File: config.mk
export PLATFORM = sky130hd
export DESIGN_NAME = spbs_top
export DESIGN_NICKNAME = d
export VERILOG_FILES = /design/src/spbs_pkg.sv /design/src/spbs_baud.sv /design/src/spbs_top.sv
export SDC_FILE = /design/constraint.sdc
export NUM_CORES = 1
export LEC_CHECK = 0
export BUFFER_PORTS_ARGS = -buffer_cell sky130_fd_sc_hd__buf_2
export CAP_MARGIN = 10
export CORE_MARGIN = 4
export CORE_UTILIZATION = 57
export CTS_CLUSTER_DIAMETER = 30
export CTS_CLUSTER_SIZE = 40
export DETAILED_ROUTE_END_ITERATION = 12
export GPL_ROUTABILITY_DRIVEN = 0
export MAX_ROUTING_LAYER = met4
export PLACE_DENSITY = 0.82
export SLEW_MARGIN = 20
export SYNTH_ARGS = -nofsm -noshare
export SYNTH_HDL_FRONTEND = slang
export SYNTH_SLANG_ARGS = --single-unit
File: constraint.sdc
create_clock -name ref_clk_i -period 2.05 [get_ports ref_clk_i]
set_input_delay 0.1025 -clock ref_clk_i [delete_from_list [all_inputs] [get_ports ref_clk_i]]
set_output_delay 0.1025 -clock ref_clk_i [all_outputs]
set_load 0.01 [all_outputs]
File: src/spbs_pkg.sv
/*
  Package for the serial port 0 baud source selection and mode 4 SPI master.
  Assumes a byte-wide special-function-register access port from the CPU core.
*/
package spbs_pkg;
  // Register addresses
  localparam logic [7:0] SPBS_ADDR_S0CTL  = 8'h98;
  localparam logic [7:0] SPBS_ADDR_BUF    = 8'h99;
  localparam logic [7:0] SPBS_ADDR_CFG    = 8'h9c;
  localparam logic [7:0] SPBS_ADDR_PWR    = 8'h87;
  // Reset values
  localparam logic [7:0] SPBS_RST_S0CTL   = 8'h00;
  localparam logic [7:0] SPBS_RST_CFG     = 8'h08;
  localparam logic [7:0] SPBS_RST_PWR     = 8'h00;
  // Control register fields
  localparam int SPBS_CTL_MODE0 = 7;
  localparam int SPBS_CTL_MODE1 = 6;
  localparam int SPBS_CTL_TXDONE = 1;
  localparam int SPBS_CTL_RXDONE = 0;
  // Configuration register fields
  localparam int SPBS_CFG_TMRSEL = 7;
  localparam int SPBS_CFG_XDBL   = 6;
  localparam int SPBS_CFG_SPEED  = 5;
  localparam int SPBS_CFG_MODE3  = 4;
  localparam int SPBS_CFG_ORDER  = 3;
  // Power control field
  localparam int SPBS_PWR_DBL    = 7;
  // Shift clock dividers (half periods in system clocks) and bits per transfer
  localparam logic [3:0] SPBS_HALF_SLOW = 4'h6;
  localparam logic [3:0] SPBS_HALF_FAST = 4'h2;
  localparam logic [3:0] SPBS_BITS      = 4'h8;
  // Baud divisors and the SPI mode number
  localparam logic [7:0] SPBS_RELOAD_TOP = 8'hff;
  localparam logic [4:0] SPBS_OVS_DIV    = 5'h10;
  localparam logic [3:0] SPBS_PRE_SLOW   = 4'hc;
  localparam logic [2:0] SPBS_MODE_SPI   = 3'h4;

  typedef enum logic [1:0] {SPBS_SRC_TIMER1, SPBS_SRC_SPLIT_T2, SPBS_SRC_BRG,
                            SPBS_SRC_SEC} spbs_src_t;

  typedef struct packed {
    logic       wr;
    logic       rd;
    logic [7:0] addr;
    logic [7:0] wdata;
  } spbs_sfr_t;

  typedef struct packed {
    logic tick_t2;
    logic tick_t1;
    logic tick_brg;
    logic tick_sec;
  } spbs_ticks_t;
endpackage

File: src/spbs_baud.sv
/*
  Baud tick selector and rate scaler for modes 1 and 3.
  Assumes timer overflow ticks are one-cycle pulses on the system clock.
*/
`timescale 1ns/1ps
module spbs_baud
  import spbs_pkg::*;
(
  // Clock and reset
  input  wire logic        ref_clk_i,
  input  wire logic        reset_n_i,
  // Selection
  input  wire spbs_src_t   src_i,
  input  wire logic        double_rate_bit_i,
  input  wire logic        extra_double_rate_bit_i,
  input  wire spbs_ticks_t ticks_i,
  // Output
  output logic             baud_tick_o
);
  logic [1:0] pre_reg;
  logic [1:0] pre_next;
  logic       raw;
  logic [1:0] shift;

  always_comb
  begin
    case (src_i)
      SPBS_SRC_SPLIT_T2: raw = ticks_i.tick_t2;
      SPBS_SRC_BRG:      raw = ticks_i.tick_brg;
      SPBS_SRC_SEC:      raw = ticks_i.tick_sec;
      default:           raw = ticks_i.tick_t1;
    endcase
    // Rate factor: 1, 2 or 4 by dividing less
    if (!extra_double_rate_bit_i)
      shift = 2'd0;
    else if (src_i == SPBS_SRC_SPLIT_T2 && double_rate_bit_i)
      shift = 2'd2;
    else
      shift = 2'd1;
    pre_next = raw ? pre_reg + 2'd1 : pre_reg;
  end

  always_ff @(posedge ref_clk_i)
  begin
    if (!reset_n_i)
      pre_reg <= 2'd0;
    else
      pre_reg <= pre_next;
  end

  // Pass every 4th, 2nd or each tick
  assign baud_tick_o = raw && ((shift == 2'd2) || (shift == 2'd1 && pre_reg[0])
                       || (pre_reg == 2'd3));
endmodule

File: src/spbs_top.sv
/*
  Serial port 0 register set, baud source selection and mode 4 SPI master.
  Assumes a byte SFR port, synchronous pins, and the clock pin latch in the port.
*/
`timescale 1ns/1ps
module spbs_top
  import spbs_pkg::*;
(
  // Clock and reset
  input  wire logic        ref_clk_i,
  input  wire logic        reset_n_i,
  // SFR access
  input  wire spbs_sfr_t   sfr_i,
  output logic [7:0]       sfr_rdata_o,
  // Baud sources
  input  wire logic        transmit_clock_from_timer_i,
  input  wire logic        split_mode_i,
  input  wire spbs_ticks_t ticks_i,
  output logic             baud_tick_o,
  // Pins
  input  wire logic        clk_latch_i,
  input  wire logic        serial_in_pin_i,
  output logic             serial_tx_pin_o,
  output logic             serial_tx_pin_oe_o,
  output logic             serial_rx_pin_o,
  output logic             serial_rx_pin_oe_o,
  // Status
  output logic             spi_busy_o
);
  logic [7:0] ctl_reg, ctl_next, cfg_reg, cfg_next, pwr_reg, pwr_next;
  logic [7:0] buf_reg, buf_next, sh_reg, sh_next;
  logic [3:0] div_reg, div_next, cnt_reg, cnt_next;
  logic       clk_reg, clk_next, mosi_reg, mosi_next;
  typedef enum {SPBS_IDLE, SPBS_LOW, SPBS_HIGH} spbs_state_t;
  spbs_state_t st_reg, st_next;
  logic [2:0] mode;
  logic       spi_mode, lsb_first, wr_buf, done;
  logic [3:0] half;
  spbs_src_t  src;

  function automatic logic out_bit(input logic [7:0] d, input logic lsb);
    out_bit = lsb ? d[0] : d[7];
  endfunction

  assign mode = {cfg_reg[SPBS_CFG_MODE3], ctl_reg[SPBS_CTL_MODE0],
                 ctl_reg[SPBS_CTL_MODE1]};
  assign spi_mode = (mode == SPBS_MODE_SPI);
  assign lsb_first = cfg_reg[SPBS_CFG_ORDER];
  assign half = cfg_reg[SPBS_CFG_SPEED] ? SPBS_HALF_FAST : SPBS_HALF_SLOW;
  assign wr_buf = sfr_i.wr && sfr_i.addr == SPBS_ADDR_BUF;

  always_comb
  begin
    if (transmit_clock_from_timer_i && split_mode_i)
      src = SPBS_SRC_SPLIT_T2;
    else if (cfg_reg[SPBS_CFG_TMRSEL])
      src = SPBS_SRC_SEC;
    else if (!transmit_clock_from_timer_i)
      src = SPBS_SRC_BRG;
    else
      src = SPBS_SRC_TIMER1;
  end

  spbs_baud u_baud (
    .ref_clk_i              (ref_clk_i),
    .reset_n_i              (reset_n_i),
    .src_i                  (src),
    .double_rate_bit_i      (pwr_reg[SPBS_PWR_DBL]),
    .extra_double_rate_bit_i(cfg_reg[SPBS_CFG_XDBL]),
    .ticks_i                (ticks_i),
    .baud_tick_o            (baud_tick_o)
  );

  // SPI engine
  always_comb
  begin
    st_next = st_reg;
    div_next = div_reg;
    cnt_next = cnt_reg;
    sh_next = sh_reg;
    clk_next = clk_reg;
    mosi_next = mosi_reg;
    done = 1'b0;
    case (st_reg)
      SPBS_IDLE:
      begin
        clk_next = clk_latch_i;
        if (wr_buf && spi_mode)
        begin
          st_next = SPBS_LOW;
          sh_next = sfr_i.wdata;
          mosi_next = out_bit(sfr_i.wdata, lsb_first);
          div_next = half;
          cnt_next = 4'h0;
        end
      end
      SPBS_LOW:
      begin
        div_next = div_reg - 4'h1;
        if (div_reg == 4'h1)
        begin
          st_next = SPBS_HIGH;
          clk_next = ~clk_reg;
          div_next = half;
          sh_next = lsb_first ? {serial_in_pin_i, sh_reg[7:1]}
                              : {sh_reg[6:0], serial_in_pin_i};
          cnt_next = cnt_reg + 4'h1;
        end
      end
      SPBS_HIGH:
      begin
        div_next = div_reg - 4'h1;
        if (div_reg == 4'h1)
        begin
          clk_next = ~clk_reg;
          div_next = half;
          mosi_next = out_bit(sh_reg, lsb_first);
          if (cnt_reg == SPBS_BITS)
          begin
            st_next = SPBS_IDLE;
            done = 1'b1;
          end
          else
            st_next = SPBS_LOW;
        end
      end
      default:
        st_next = SPBS_IDLE;
    endcase
  end

  // Registers
  always_comb
  begin
    ctl_next = ctl_reg;
    cfg_next = cfg_reg;
    pwr_next = pwr_reg;
    buf_next = buf_reg;
    if (sfr_i.wr && sfr_i.addr == SPBS_ADDR_S0CTL)
      ctl_next = sfr_i.wdata;
    if (sfr_i.wr && sfr_i.addr == SPBS_ADDR_CFG)
      cfg_next = sfr_i.wdata;
    if (sfr_i.wr && sfr_i.addr == SPBS_ADDR_PWR)
      pwr_next = sfr_i.wdata;
    if (spi_mode)
      ctl_next[SPBS_CTL_RXDONE] = 1'b0;
    if (done)
    begin
      ctl_next[SPBS_CTL_TXDONE] = 1'b1;
      buf_next = sh_next;
    end
  end

  always_ff @(posedge ref_clk_i)
  begin
    if (!reset_n_i)
    begin
      ctl_reg  <= SPBS_RST_S0CTL;
      cfg_reg  <= SPBS_RST_CFG;
      pwr_reg  <= SPBS_RST_PWR;
      buf_reg  <= 8'h00;
      sh_reg   <= 8'h00;
      div_reg  <= 4'h0;
      cnt_reg  <= 4'h0;
      clk_reg  <= 1'b0;
      mosi_reg <= 1'b1;
      st_reg   <= SPBS_IDLE;
    end
    else
    begin
      ctl_reg  <= ctl_next;
      cfg_reg  <= cfg_next;
      pwr_reg  <= pwr_next;
      buf_reg  <= buf_next;
      sh_reg   <= sh_next;
      div_reg  <= div_next;
      cnt_reg  <= cnt_next;
      clk_reg  <= clk_next;
      mosi_reg <= mosi_next;
      st_reg   <= st_next;
    end
  end

  always_comb
  begin
    case (sfr_i.addr)
      SPBS_ADDR_S0CTL: sfr_rdata_o = ctl_reg;
      SPBS_ADDR_BUF:   sfr_rdata_o = buf_reg;
      SPBS_ADDR_CFG:   sfr_rdata_o = cfg_reg;
      SPBS_ADDR_PWR:   sfr_rdata_o = pwr_reg;
      default:         sfr_rdata_o = 8'h00;
    endcase
  end

  // Pins driven only in mode 4
  assign serial_tx_pin_o    = clk_reg;
  assign serial_tx_pin_oe_o = spi_mode;
  assign serial_rx_pin_o    = mosi_reg;
  assign serial_rx_pin_oe_o = spi_mode;
  assign spi_busy_o         = (st_reg != SPBS_IDLE);
endmodule

==> flow_summary.json <==
{
  "synth-edff-count": 0,
  "multi_input_area_um2": 1680,
  "start_util": 0.605,
  "fp.dieArea_um2": 6360,
  "async_flop_share": 0,
  "max_cap_violations": 0,
  "cts_hold_buf": 0,
  "yosys.area.top_type": "dfxtp_1",
  "r2r_cells": 6,
  "grt_usage": 0.255,
  "rsz0062_at_grt": "no",
  "busiest_layer": "met2",
  "p_int_uw": 1540,
  "grt_overflow_total": 0,
  "wl_per_cell_um": 16.1,
  "tritoncts": "built",
  "synthTopCellsByArea": "dfxtp_1 (37%), a21oi_1 (8.9%), nand2_1 (5.5%)",
  "die_h_um": 79.7,
  "fp-row-count": 25,
  "clkTransAtPathRegs_ns": 0.10,
  "area_growth_pct": 12.0,
  "slew_headroom": 0.558,
  "htreeDepth": 2,
  "top_level_ports": 42,
  "post_cts_buffers": 0,
  "final_common_cell": "dfxtp_1",
  "grt_max_degree": 26,
  "cts_sinks": 54,
  "fp.coreArea_um2": 4850,
  "period_share": 0.881,
  "port_buffers": 40,
  "postSynthAreaPerCell_um2": 8.22,
  "grt_pass1_vias": 2705,
  "nets": 429,
  "antenna_found_initial": 0,
  "fin_ws_ns": 0.243,
  "maxSlewViolCount": 0,
  "arrival_ns": 2.06,
  "met3_usage": 0.0485,
  "cp.required_ns": 2.31,
  "antenna_cells": 0,
  "cts_buffers": 5,
  "met2_usage": 0.414,
  "synth_nets": 394,
  "p_seq_frac": 0.522,
  "drtPass1Iterations": 6,
  "via_count": 2843,
  "synth_flop_cell": "dfxtp_1",
  "register_area_um2": 1080,
  "place_ws_ns": 0.303,
  "end_kind": "flop",
  "drtAntennaViolNets": 0,
  "holdCritPathClass": "input pin to flop",
  "postSynthCellCount": 357,
  "fin_skew_ns": 0.0104,
  "vdd_drop_max_mv": 0.440,
  "synth-seq-cells": 54,
  "fillerInstances": 411,
  "grt_pass1_wl_um": 12500,
  "synth_area_um2": 2930,
  "clkLatencyLatePin_ns": 0.31,
  "routed_via_density": 6.18,
  "wl_um": 7420,
  "p_per_area_nw_per_um2": 629,
  "fin_tns_setup_ns": 0,
  "power_frac_comb": 0.130,
  "cts.path.max_buffers": 2,
  "hold_viol_final": 0,
  "min_period_ns": 1.81,
  "yosysSeqAreaShare": 0.369,
  "dp_hpwl_um": 5320,
  "switching_share": 0.257,
  "clock-root-buffer": "clkbuf_8",
  "p_clk_frac": 0.348,
  "tightest_slew_ns": 0.660,
  "fmax_mhz": 553,
  "drtIter0Drc": 223,
  "worst-setup-path-type": "flop to flop",
  "synth.distinct_cells": 53,
  "final_cell_mix": "dfxtp_1 (54), a21oi_1 (52), nand2_1 (43), buf_2 (40), nand3_1 (28)",
  "use_met1": 0.313,
  "die_x_um": 79.7,
  "yosys_warnings": 0,
  "whs_path_depth": 3,
  "status": "finished, final reports clean",
  "cts.repair.resized": 0,
  "drc_errors": 0,
  "finalSetupViolCount": 0,
  "synth_top_area_share": 0.369,
  "startpoint_type": "flop",
  "switchingPower_uw": 531,
  "power.leakage_uw": 0.00130,
  "path_max_fanout": 7,
  "layout-drive-gt1-share": 0.178
}
## logic make-up after synthesis
group | count (synthesis) | share of synthesized area
AOI/OAI and AO/OA | 105 | 0.222
adders and majority gates | 9 | 0.0384
and+or+nand+nor | 139 | 0.257
muxes | 15 | 0.0555
DFF | 54 | 0.369
buffers and inverters | 35 | 0.0589
## cells in the mapped netlist, drive strengths merged, types with 2 or more instances
master and instances:
nor4b 2, nand4 4, a31o 2, a21oi 52, nand4bb 3, buf 16, nor2 21, mux2i 14
ha 9, o21a 2, and4bb 4, inv 11, dfxtp 54, nor3 5, nand3b 3, or3 3
nand3 28, and3 3, a222oi 5, nor3b 3, a211oi 2, a31oi 8, or3b 2, nand2b 2
nand2 43, nor2b 5, and3b 4, a22oi 2, o2bb2ai 3, o21ai 20, clkbuf 8
## final cells by class
cell class,count,share of cell area
clock inverters,2,0.0114
multi-input cells,268,0.511
clock buffers,6,0.0221
repair buffers,52,0.0883
flip-flops and latches,54,0.329
inverters,11,0.0126
well taps,67,0.0255
## through the flow
stage / cell area [um2] / power (uW) / utilization / cells / hold WS, ns
2_1_floorplan: 2930 / 1270 / - / 357 / 0.246
3_3_place_gp: 3180 / 1360 / 0.655 / 452 / 0.394
3_5_place_dp: 3180 / 1370 / 0.655 / 452 / 0.401
4_1_cts: 3290 / 2070 / 0.678 / 460 / 0.0611
5_1_grt: 3290 / 2150 / 0.678 / 460 / 0.0742
6_report: 3290 / 2070 / 0.678 / 460 / 0.0661
## metal layers
metal  wire length, um  part of all wire
met1              3220              0.43
met2              3600              0.48
met5                 0                 0
met4               187             0.025
met3               418             0.056
## power groups by stage
stage	Clock (uW)	Sequential, uW	Combinational (uW)
floorplan	0	1100	167
CTS	731	1080	265
detailed placement	0	1100	262
global route	769	1080	295
global placement	0	1100	254
finish	720	1080	269
## worst max-delay path: stages (launching register included)
cell and delay (ns):
dfxtp_1 0.35, inv_1 0.08, ha_1 0.30, nand4bb_1 0.21, o2bb2ai_2 0.19, or4_1 0.47
a21oi_1 0.14
## path summary, 6_finish.rpt
kind / from / end / slack (ns)
setup / recovery: st_reg[1]$_SDFFE_PN0P_ / cnt_reg[2]$_SDFFE_PN0P_ / 0.24
hold / removal: sfr_i[6] / cfg_reg[6]$_SDFFE_PN0P_ / 0.07
setup reg to reg: st_reg[1]$_SDFFE_PN0P_ / cnt_reg[2]$_SDFFE_PN0P_ / 0.24
hold reg to reg: pwr_reg[2]$_SDFFE_PN0P_ / pwr_reg[2]$_SDFFE_PN0P_ / 0.46
Note: power is estimated with default switching activity, not from simulation.
